[src/pkg/shsp_pkg.sv]
// constants and types shared by the serial host slave port
package shsp_pkg;

  // ----------------------------------------------------------------
  // framing
  // ----------------------------------------------------------------
  localparam int WORD_BITS = 16;
  localparam int ADDR_BITS = 23;
  localparam int UNIT_BITS = 5;
  localparam logic [4:0] CMD_LAST = 5'h1f;
  localparam logic [4:0] WORD_LAST = 5'h0f;

  // ----------------------------------------------------------------
  // first command word fields
  // ----------------------------------------------------------------
  localparam int CW_DIR_BIT = 15;
  localparam int CW_ALL_BIT = 14;
  localparam int CW_EXT_BIT = 13;
  localparam int CW_STEP_BIT = 12;
  localparam int CW_UNIT_HI = 11;
  localparam int CW_UNIT_LO = 7;
  localparam int CW_ADDR_HI = 6;

  // ----------------------------------------------------------------
  // port control register
  // ----------------------------------------------------------------
  localparam logic [22:0] CTRL_ADDR = 23'h000000;
  localparam int CTRL_BLOCK_BIT = 0;
  localparam int CTRL_TRI_BIT = 1;
  localparam int CTRL_UNIT_LO = 2;
  localparam logic CTRL_BLOCK_RST = 1'h0;
  localparam logic CTRL_TRI_RST = 1'h0;
  localparam logic [4:0] CTRL_UNIT_RST = 5'h00;

  // ----------------------------------------------------------------
  // sequencer states
  // ----------------------------------------------------------------
  typedef enum logic [1:0] {
    ST_IDLE = 2'b00,
    ST_CMD = 2'b01,
    ST_WRITE = 2'b10,
    ST_READ = 2'b11
  } shsp_state_e;

  typedef logic [ADDR_BITS-1:0] shsp_addr_t;
  typedef logic [WORD_BITS-1:0] shsp_word_t;

endpackage

[src/hw/shsp_sync.sv]
// two-flop synchroniser for pin inputs
`timescale 1ns/1ns
module shsp_sync #(
  parameter int W = 1,
  parameter logic [W-1:0] RST_VAL = '0
) (
  // clock, reset and enable
  input wire logic mclk,
  input wire logic rst,
  input wire logic ce,
  // data
  input wire logic [W-1:0] d,
  output logic [W-1:0] q
);
  logic [W-1:0] meta;
  logic [W-1:0] next_meta;
  logic [W-1:0] next_q;

  always_comb begin
    next_meta = ce ? d : meta;
    next_q = ce ? meta : q;
  end

  always_ff @(posedge mclk) begin
    if (rst) begin
      meta <= RST_VAL;
      q <= RST_VAL;
    end else begin
      meta <= next_meta;
      q <= next_q;
    end
  end
endmodule // shsp_sync

[src/hw/shsp_port.sv]
// serial host slave port: command decode, register access, output path
`timescale 1ns/1ns
module shsp_port (
  // clock, reset, enable
  input wire logic mclk,
  input wire logic rst,
  input wire logic ce,
  // serial pins
  input wire logic cs_n,
  input wire logic sclk,
  input wire logic serial_in,
  output logic serial_out,
  output logic serial_out_oe,
  // register access
  output shsp_pkg::shsp_addr_t reg_addr,
  output shsp_pkg::shsp_word_t reg_wdata,
  output logic reg_wr,
  output logic reg_rd,
  input wire shsp_pkg::shsp_word_t reg_rdata,
  // control state
  output logic passthru_block,
  output logic shared_out_tristate_en,
  output logic [4:0] unit_address
);
  import shsp_pkg::*;

  // ----------------------------------------------------------------
  // pin synchronisers and edge detect
  // ----------------------------------------------------------------
  logic cs_s, sclk_s, sin_s, cs_d, sclk_d;

  // select resets to deselected so no false falling edge follows reset
  shsp_sync #(.W(3), .RST_VAL(3'b100)) u_sync (
    .mclk(mclk),
    .rst(rst),
    .ce(ce),
    .d({cs_n, sclk, serial_in}),
    .q({cs_s, sclk_s, sin_s})
  );

  logic cs_fall, cs_rise, sclk_rise, sclk_fall;

  assign cs_fall = cs_d & ~cs_s;
  assign cs_rise = ~cs_d & cs_s;
  // shift clock is ignored while deselected
  assign sclk_rise = sclk_s & ~sclk_d & ~cs_s;
  assign sclk_fall = ~sclk_s & sclk_d & ~cs_s;

  // ----------------------------------------------------------------
  // sequencer state
  // ----------------------------------------------------------------
  shsp_state_e state, next_state;
  logic [4:0] cnt, next_cnt;
  logic [31:0] sh, next_sh;
  shsp_addr_t addr, next_addr;
  logic step, next_step;
  shsp_word_t obuf, next_obuf;
  logic pend, next_pend;
  logic load, next_load;
  shsp_addr_t next_reg_addr;
  shsp_word_t next_reg_wdata;
  logic next_reg_wr, next_reg_rd;
  logic next_block, next_tri;
  logic [4:0] next_unit;
  logic next_sout, next_oe;
  logic next_cs_d, next_sclk_d;

  logic [31:0] shifted;
  logic [15:0] cw1;
  logic hit;
  shsp_word_t ctrl_word;

  always_comb begin
    next_state = state;
    next_cnt = cnt;
    next_sh = sh;
    next_addr = addr;
    next_step = step;
    next_obuf = obuf;
    next_pend = pend;
    next_load = 1'b0;
    next_reg_addr = reg_addr;
    next_reg_wdata = reg_wdata;
    next_reg_wr = 1'b0;
    next_reg_rd = 1'b0;
    next_block = passthru_block;
    next_tri = shared_out_tristate_en;
    next_unit = unit_address;
    // msb first: each new bit enters at the bottom
    shifted = {sh[30:0], sin_s};
    cw1 = shifted[31:16];
    hit = (cw1[CW_UNIT_HI:CW_UNIT_LO] == unit_address);
    ctrl_word = '0;
    ctrl_word[CTRL_BLOCK_BIT] = passthru_block;
    ctrl_word[CTRL_TRI_BIT] = shared_out_tristate_en;
    ctrl_word[CTRL_UNIT_LO +: UNIT_BITS] = unit_address;

    // read data arrives the cycle after the fetch strobe
    if (load) begin
      next_obuf = (addr == CTRL_ADDR) ? ctrl_word : reg_rdata;
      next_pend = 1'b0;
    end

    if (cs_fall) begin
      next_state = ST_CMD;
      next_cnt = '0;
    end else if (cs_rise) begin
      next_state = ST_IDLE;
    end else begin
      unique case (state)
        ST_IDLE: begin
        end
        ST_CMD: begin
          if (sclk_rise) begin
            next_sh = shifted;
            next_cnt = cnt + 5'h01;
            if (cnt == CMD_LAST) begin
              next_cnt = '0;
              next_addr = {cw1[CW_ADDR_HI:0], shifted[15:0]};
              next_step = cw1[CW_STEP_BIT];
              if (cw1[CW_DIR_BIT]) begin
                if (hit) begin
                  next_state = ST_READ;
                  next_reg_rd = 1'b1;
                  next_reg_addr = next_addr;
                end else begin
                  next_state = ST_IDLE;
                end
              end else if (hit || cw1[CW_ALL_BIT]) begin
                next_state = ST_WRITE;
              end else begin
                next_state = ST_IDLE;
              end
            end
          end
        end
        ST_WRITE: begin
          if (sclk_rise) begin
            next_sh = shifted;
            next_cnt = cnt + 5'h01;
            if (cnt == WORD_LAST) begin
              next_cnt = '0;
              if (addr == CTRL_ADDR) begin
                next_block = shifted[CTRL_BLOCK_BIT];
                next_tri = shifted[CTRL_TRI_BIT];
                next_unit = shifted[CTRL_UNIT_LO +: UNIT_BITS];
              end else begin
                next_reg_wr = 1'b1;
                next_reg_addr = addr;
                next_reg_wdata = shifted[15:0];
              end
              if (step) begin
                next_addr = addr + 23'h000001;
              end else begin
                next_state = ST_IDLE;
              end
            end
          end
        end
        ST_READ: begin
          if (sclk_rise) begin
            next_cnt = cnt + 5'h01;
            next_pend = 1'b1;
            if (cnt == WORD_LAST) begin
              next_cnt = '0;
              next_pend = 1'b0;
              if (step) begin
                // refetch at once so the next word needs no gap
                next_addr = addr + 23'h000001;
                next_reg_rd = 1'b1;
                next_reg_addr = next_addr;
              end else begin
                next_state = ST_IDLE;
              end
            end
          end else if (sclk_fall && pend && !load) begin
            next_obuf = {obuf[14:0], 1'b0};
            next_pend = 1'b0;
          end
        end
      endcase
    end
    next_load = reg_rd;

    // output path: read data, else held high or mirrored input
    if (state == ST_READ) begin
      next_sout = obuf[15];
    end else if (passthru_block) begin
      next_sout = 1'b1;
    end else begin
      next_sout = sin_s;
    end
    next_oe = ~(shared_out_tristate_en & cs_s);
    next_cs_d = cs_s;
    next_sclk_d = sclk_s;
  end

  // ----------------------------------------------------------------
  // registers
  // ----------------------------------------------------------------
  always_ff @(posedge mclk) begin
    if (rst) begin
      state <= ST_IDLE;
      cnt <= '0;
      sh <= '0;
      addr <= '0;
      step <= 1'b0;
      obuf <= '0;
      pend <= 1'b0;
      load <= 1'b0;
      reg_addr <= '0;
      reg_wdata <= '0;
      reg_wr <= 1'b0;
      reg_rd <= 1'b0;
      passthru_block <= CTRL_BLOCK_RST;
      shared_out_tristate_en <= CTRL_TRI_RST;
      unit_address <= CTRL_UNIT_RST;
      serial_out <= 1'b0;
      serial_out_oe <= 1'b1;
      cs_d <= 1'b1;
      sclk_d <= 1'b0;
    end else if (ce) begin
      state <= next_state;
      cnt <= next_cnt;
      sh <= next_sh;
      addr <= next_addr;
      step <= next_step;
      obuf <= next_obuf;
      pend <= next_pend;
      load <= next_load;
      reg_addr <= next_reg_addr;
      reg_wdata <= next_reg_wdata;
      reg_wr <= next_reg_wr;
      reg_rd <= next_reg_rd;
      passthru_block <= next_block;
      shared_out_tristate_en <= next_tri;
      unit_address <= next_unit;
      serial_out <= next_sout;
      serial_out_oe <= next_oe;
      cs_d <= next_cs_d;
      sclk_d <= next_sclk_d;
    end
  end

  // ----------------------------------------------------------------
  // assertions
  // ----------------------------------------------------------------
  property p_cs_restart;
    @(posedge mclk) disable iff (rst)
      ce && cs_fall |=> state == ST_CMD && cnt == 5'h00;
  endproperty
  a_cs_restart: assert property (p_cs_restart) else $error("no restart on select");
  property p_cs_end;
    @(posedge mclk) disable iff (rst)
      ce && cs_rise && !cs_fall |=> state == ST_IDLE;
  endproperty
  a_cs_end: assert property (p_cs_end) else $error("transaction not ended");
  property p_idle_hold;
    @(posedge mclk) disable iff (rst)
      ce && state == ST_IDLE && !cs_fall |=> state == ST_IDLE && $stable(sh);
  endproperty
  a_idle_hold: assert property (p_idle_hold) else $error("idle port moved");
  property p_mirror;
    @(posedge mclk) disable iff (rst)
      ce && !passthru_block && state != ST_READ |=> serial_out == $past(sin_s);
  endproperty
  a_mirror: assert property (p_mirror) else $error("input not mirrored");
  property p_block_high;
    @(posedge mclk) disable iff (rst)
      ce && passthru_block && state != ST_READ |=> serial_out;
  endproperty
  a_block_high: assert property (p_block_high) else $error("blocked output not high");
  property p_tristate;
    @(posedge mclk) disable iff (rst)
      ce && shared_out_tristate_en && cs_s |=> !serial_out_oe;
  endproperty
  a_tristate: assert property (p_tristate) else $error("output driven while deselected");
  property p_unit_miss;
    @(posedge mclk) disable iff (rst)
      ce && state == ST_CMD && !cs_fall && !cs_rise && sclk_rise && cnt == CMD_LAST
      && !hit && (cw1[CW_DIR_BIT] || !cw1[CW_ALL_BIT]) |=> state == ST_IDLE && !reg_rd;
  endproperty
  a_unit_miss: assert property (p_unit_miss) else $error("foreign unit accepted");
  property p_write_out;
    @(posedge mclk) disable iff (rst)
      ce && state == ST_WRITE && !cs_fall && !cs_rise && sclk_rise && cnt == WORD_LAST
      && addr != CTRL_ADDR |=> reg_wr && reg_addr == $past(addr) ##1 !reg_wr;
  endproperty
  a_write_out: assert property (p_write_out) else $error("write strobe wrong");
  property p_step;
    @(posedge mclk) disable iff (rst)
      ce && state == ST_WRITE && step && !cs_fall && !cs_rise && sclk_rise
      && cnt == WORD_LAST |=> addr == $past(addr) + 23'h000001;
  endproperty
  a_step: assert property (p_step) else $error("address not stepped");
  property p_launch;
    @(posedge mclk) disable iff (rst)
      ce && state == ST_READ && !cs_fall && !cs_rise && sclk_fall && pend && !load
      |=> obuf == {$past(obuf[14:0]), 1'b0} ##1 serial_out == obuf[15] || !ce;
  endproperty
  a_launch: assert property (p_launch) else $error("read bit not launched on fall");

endmodule // shsp_port

[config.mk]
export PLATFORM = sky130hd
export DESIGN_NAME = shsp_port
export DESIGN_NICKNAME = d
export VERILOG_FILES = /design/src/pkg/shsp_pkg.sv /design/src/hw/shsp_sync.sv /design/src/hw/shsp_port.sv
export SDC_FILE = /design/constraint.sdc
export NUM_CORES = 1
export LEC_CHECK = 0
export BUFFER_PORTS_ARGS = -buffer_cell sky130_fd_sc_hd__buf_2
export CAP_MARGIN = 20
export CORE_ASPECT_RATIO = 0.5
export CORE_MARGIN = 5
export CORE_UTILIZATION = 36
export DETAILED_ROUTE_END_ITERATION = 10
export PLACE_DENSITY_LB_ADDON = 0.25
export SKIP_LAST_GASP = 1
export SLEW_MARGIN = 40
export SYNTH_ARGS = -nofsm -noshare
export SYNTH_HDL_FRONTEND = slang
export SYNTH_HIERARCHICAL = 1
export SYNTH_SLANG_ARGS = --single-unit
[constraint.sdc]
create_clock -name mclk -period 5.09 [get_ports mclk]
set_input_delay 0.2545 -clock mclk [delete_from_list [all_inputs] [get_ports mclk]]
set_output_delay 0.2545 -clock mclk [all_outputs]
set_load 0.05 [all_outputs]
* After elaboration in Yosys (flattened, before gate mapping) *
Index checks and enable logic that the tools add are counted.

operators by class
  $add $sub $neg = 2
  equal/unequal tests = 27
  multiplexer cells = 64
  bitwise operators = 15
  reduce and logical (&&, ||, !) cells = 19

operators by type and width
  operator                 count
  $mux W23                 12
  $mux W16                 7
  $pmux W23 S3             1
  $pmux W23 S2             1
  $mux W5                  6
  $mux W1                  24
  $add A23 B1 Y23 const B  1
  $logic_not A23 Y1        1
  $ne A2 B2 Y1 const B     11
  $reduce_and A7 Y1        3
  $mux W2                  10
  $reduce_and A14 Y1       1
  $ne A4 B4 Y1 const B     3
  $pmux W5 S2              1
  $reduce_and A5 Y1        2
  $reduce_and A9 Y1        1
  $ne A4 B1 Y1 const B     2
  $not A1 Y1               8
  $and A1 B1 Y1            7
  $ne A2 B1 Y1 const B     3
  $reduce_and A6 Y1        1
  $reduce_bool A3 Y1       2
  $add A5 B1 Y5 const B    1
  $eq A5 B4 Y1 const B     1
  other kinds (14)         17

word-level totals
  bits in registers = 138
  input bits = 22
  output and inout bits = 50
  word-level logic and storage cells = 148

* Longest topological paths before layout *
  depth in word-level cells = 10
  mapped depth = 10
  gate-level depth less buffers = 8

* By module *
Netlist, hierarchy kept.

modules (own cells, without submodules)
  module     times used  cells each  area each (um^2)  sequential area each (um^2)
  shsp_port  1           875         7,279.5           2,642.5
  shsp_sync  1           19          216.5             120.1

* Worst setup path after synthesis *
No wires, ideal clock.

  path type = register -> register
  start point = reg u_sync.q[2]
  end point = reg obuf[15]
  setup time = 136 ps
  arrival time = 2,120 ps
  setup slack = 2,834 ps
  cell stages (with the launch flop) = 9
  path buffers = 1
  period minus slack after synthesis = 2,256 ps
  path through = dfxtp_1 inv_1 ha_1 or3b_4 or3_1 or2_1 buf_6 nor2_2 o32ai_2

on the way
  word-level cells in the longest chain between the ends = 9

RTL lines
  item                               RTL line                                           text
  from (decl)                        shsp_sync.sv:13                                    output logic [W-1:0] q
  from (signal assigned)             shsp_sync.sv:30                                    q <= next_q;
  $not A1 Y1                         shsp_port.sv:43, shsp_port.sv:46, shsp_port.sv:47
  $and A1 B1 Y1                      shsp_port.sv:47                                    assign sclk_fall = ~sclk_s & sclk_d & ~cs_s;
  $logic_and A1 B1 Y1 (2 in series)  shsp_port.sv:176                                   end else if (sclk_fall && pend && !load) begin
  $mux W16                           shsp_port.sv:176
  $mux W16                           shsp_port.sv:161                                   if (sclk_rise) begin
  $mux W16                           shsp_port.sv:110                                   unique case (state)
  $mux W16                           shsp_port.sv:107                                   end else if (cs_rise) begin
  $mux W16 (*)                       shsp_port.sv:104                                   if (cs_fall) begin
  to (signal assigned)               shsp_port.sv:228                                   obuf <= next_obuf;
  to (decl)                          shsp_port.sv:57                                    shsp_word_t obuf, next_obuf;

Every way passes the cells marked *; elsewhere a longest branch is shown, timed or not.
A chain may end at the register's enable or synchronous reset.

* Worst setup path in the final report *
  start point = reg state[0]
  end point = reg reg_addr[10]

on the way
  word-level cells in the longest chain between the ends = 3

RTL lines
  item                                                          RTL line          text
  from (decl)                                                   shsp_port.sv:52   shsp_state_e state, next_state;
  from (signal assigned)                                        shsp_port.sv:223  state <= next_state;
  $eq A2 B2 Y1 or $eq A2 B1 Y1 (tied branches)                  shsp_port.sv:110
  $ne A2 B2 Y1 (no line) or $reduce_bool A3 Y1 (tied branches)  n/a
  $reduce_and A14 Y1 (no line)                                  n/a
  to (signal assigned)                                          shsp_port.sv:231  reg_addr <= next_reg_addr;
  to (decl)                                                     shsp_port.sv:15   output shsp_pkg::shsp_addr_t reg_addr,

Several ways; a longest one is shown, not always the timed one.

==> impl_metrics.env <==
export IMPL_run_status="complete, no violations"
export IMPL_dieArea_mm2=0.0240
export IMPL_largest_net_degree_at_the_start_of_global_routing=95
export IMPL_viasPerCell=5.65
export IMPL_number_of_register_bits_inferred_by_synthesis=138
export IMPL_p_leak_uw=0.00312
export IMPL_cts_htree_levels=4
export IMPL_first_pass_iters=5
export IMPL_yosys_area_top_type_share=0.369
export IMPL_global_route_wire_length_before_repair_um=35100
export IMPL_timing_hold_violations_final=0
export IMPL_placeableCoreArea_mm2=0.0205
export IMPL_timing_slew_headroom=0.452
export IMPL_setup_total_negative_slack_ps=0
export IMPL_cp_data_required_time_ps=5360
export IMPL_sequential_fraction_of_design_power=0.414
export IMPL_antenna_cells=0
export IMPL_syn_area_mm2=0.00750
export IMPL_start_util=0.366
export IMPL_worst_ep_arrival_time_ps=3220
export IMPL_drt_total_wl_um=21500
export IMPL_p_per_area_mw_per_mm2=318
export IMPL_die_height_um=112
export IMPL_clkLatencyLatePin_ps=430
export IMPL_ir_worst_vdd_uv=150
export IMPL_ios=72
export IMPL_synth_yosys_seq_area_share=0.369
export IMPL_critPathLaunchType="flop"
export IMPL_dominantRegCellSynth="dfxtp_1"
export IMPL_crit_path_end_kind="flop"
export IMPL_clk_path_buf_depth=2
export IMPL_yosysWarningCount=6
export IMPL_final_max_slew_viol_count=0
export IMPL_die_w_um=214
export IMPL_finalWorstPathRequiredPeriod_ps=2950
export IMPL_ctsRootBufferMaster="clkbuf_16"
export IMPL_layout_cells_non_filler=1200
export IMPL_final_core_area_utilization=0.415
export IMPL_synth_async_reset_ratio=0
export IMPL_p_int_uw=2000
export IMPL_hold_path_class="in -> reg"
export IMPL_antenna_left=0
export IMPL_timing_hold_ws_ps=42.4
export IMPL_fin_worst_skew_ps=11.8
export IMPL_crit_type="reg -> reg"
export IMPL_grt_setup_unrepaired="no"
export IMPL_cell_types_with_the_largest_area_share_after_synthesis="dfxtp_1 37%, nand2_1 6.4%, a21oi_1 4.5%"
export IMPL_finalSetupViolCount=0
export IMPL_worst_slew_pin_transition_ps=823
export IMPL_yosysTopAreaCell="dfxtp_1"
export IMPL_detailroute_via_count=6783
export IMPL_layout_worst_path_cycle_share=0.579
export IMPL_clock_network_fraction_of_design_power=0.481
export IMPL_remaining_drc_errors=0
export IMPL_syn_to_final_growth_pct=13.6
export IMPL_detailedPlacementHpwl_um=14400
export IMPL_drive_above_1_share=0.186
export IMPL_row_count=37
export IMPL_gp_routability_congestion=0.864
export IMPL_drt_initial_drc_count=677
export IMPL_synthesis_instances=894
export IMPL_cts_tree="built"
export IMPL_overflow=0
export IMPL_place_ws_ps=2190
export IMPL_place_port_buffers=71
export IMPL_power_switching_uw=709
export IMPL_antenna_violations_before_repair=0
export IMPL_cts_resized=0
export IMPL_ctsHoldBuffers=0
export IMPL_syn_avg_cell_area_um2=8.38
export IMPL_drt_wirelength_per_cell_um=17.9
export IMPL_fillCellCount=2061
export IMPL_grt_pass1_vias=6491
export IMPL_p_comb_frac=0.105
export IMPL_fmax_ghz=0.339
export IMPL_count_of_flip_flops_with_a_built_in_enable_after_synthesis=0
export IMPL_post_route_worst_setup_slack_ps=2140
export IMPL_post_cts_buffers=0
export IMPL_power_switching_fraction=0.262
export IMPL_clk_pin_slew_worst_paths_ps=60
export IMPL_number_of_nets_in_the_layout=948
export IMPL_grt_usage=0.178
export IMPL_synth_lib_cells_used_distinct=77
export IMPL_cts_made_buffers=17
export IMPL_postSynthNetCount=928
export IMPL_crit_path_max_fanout=31
export IMPL_dp_cells=1168
export IMPL_cts_sink_count=138
export IMPL_timing_max_cap_violations=0
==> layout by cell type (no fill, tap or decap), drive strengths merged, types with 6 or more instances in the layout <==
master and instances:
a311oi 36, a22oi 8, o21ai 48, ha 12, clkbuf 22, nand2 127
o41ai 6, nand3 27, nand4 11, o31ai 8, clkinv 7, a311o 6
o32ai 9, nand2b 18, or3 11, a21oi 69, nor3 14, a211oi 8
a31oi 29, and3 9, mux2i 33, xnor2 8, inv 17, nor4 9
buf 84, nor2b 13, a21o 7, nor2 73, dfxtp 138
==> registers in the layout (all words and copies together), names as in the netlist, 2 cells and up <==
name	flops
state	2
reg_addr	23
addr	23
unit_address	5
u_sync/q	3
obuf	16
cnt	5
reg_wdata	16
sh	31
u_sync/meta	3
==> kinds of logic after synthesis <==
logic type	Yosys count	share of synthesized area
DFF	138	0.369
adders and majority gates	12	0.0200
and+or+nand+nor	331	0.220
muxes	34	0.0456
buffers and inverters	100	0.0669
xor gates and xnor gates	11	0.0129
AOI/OAI and AO/OA	268	0.267
==> path summary, 6_finish.rpt <==
kind	startpoint	endpoint	slack (ps)	cells past startpoint
worst max-delay path	state[0]$_SDFFE_PP0P_	reg_addr[10]$_SDFFE_PP0P_	2140	8
worst min-delay path	cs_n	u_sync/meta[2]$_SDFFE_PP1P_	40	2
worst max register to register	state[0]$_SDFFE_PP0P_	reg_addr[10]$_SDFFE_PP0P_	2140	8
worst min register to register	sh[28]$_SDFFE_PP0P_	sh[29]$_SDFFE_PP0P_	460	2
==> power groups by stage <==
stage | Combinational (uW) | Clock [uW] | Sequential, uW
2_1_floorplan | 170 | 0 | 1190
3_3_place_gp | 277 | 0 | 1140
3_5_place_dp | 282 | 0 | 1140
4_1_cts | 284 | 1330 | 1120
5_1_grt | 307 | 1380 | 1120
6_report | 285 | 1300 | 1120
==> metal layers <==
| metal | GRT usage | vias to the layer above | wire length [um] |
|---|---|---|---|
| met5 | 0 | - | 0 |
| met1 | 0.230 | 3285 | 9750 |
| met3 | 0.0455 | 27 | 1150 |
| met4 | 0.0617 | 0 | 406 |
| li1 | - | 3300 | - |
| met2 | 0.294 | 171 | 10200 |
==> metrics by stage <==
| step | cell area [um2] | total power (uW) |
|---|---|---|
| 6_report | 8510 | 2710 |
| 5_1_grt | 8510 | 2810 |
| 4_1_cts | 8510 | 2730 |
| 2_1_floorplan | 7500 | 1360 |
| 3_3_place_gp | 7850 | 1420 |
| 3_5_place_dp | 7900 | 1430 |
==> final cells by class <==
| type | instances | area, um2 | area share |
|---|---|---|---|
| Clock inverter | 10 | 140 | 0.0165 |
| Inverter | 17 | 63.8 | 0.00750 |
| Multi-Input combinational cell | 656 | 4260 | 0.500 |
| Timing Repair Buffer | 84 | 470 | 0.0553 |
| Clock buffer | 22 | 474 | 0.0557 |
| Sequential cell | 138 | 2760 | 0.325 |
| Tap cell | 273 | 342 | 0.0401 |
==> worst max-delay path, cell delays in order (launching register included) <==
cell and delay, ps:
dfxtp_1 380, inv_1 80, ha_1 190, buf_4 260, or2_2 590, a21oi_2 220, o211a_4 360, and3_4 500
a311oi_1 170
==> synthesized netlist by cell type, drive strengths merged (3+ instances only) <==
cell type  instances
dfxtp            138
nand2            127
nor2              73
a21oi             69
o21ai             48
buf               43
clkbuf            40
a311oi            36
mux2i             33
a31oi             29
nand3             27
nand2b            18
inv               16
nor3              14
nor2b             13
ha                12
nand4             11
or3               11
and3               9
nor4               9
o32ai              9
a211oi             8
a22oi              8
o31ai              8
xnor2              8
a21o               7
a311o              6
o41ai              6
and2               5
o211ai             5
and4               4
a21boi             3
a222oi             3
a32oi              3
o22ai              3
o31a               3
o41a               3
xor2               3
Note: power is estimated with default switching activity, not from simulation.
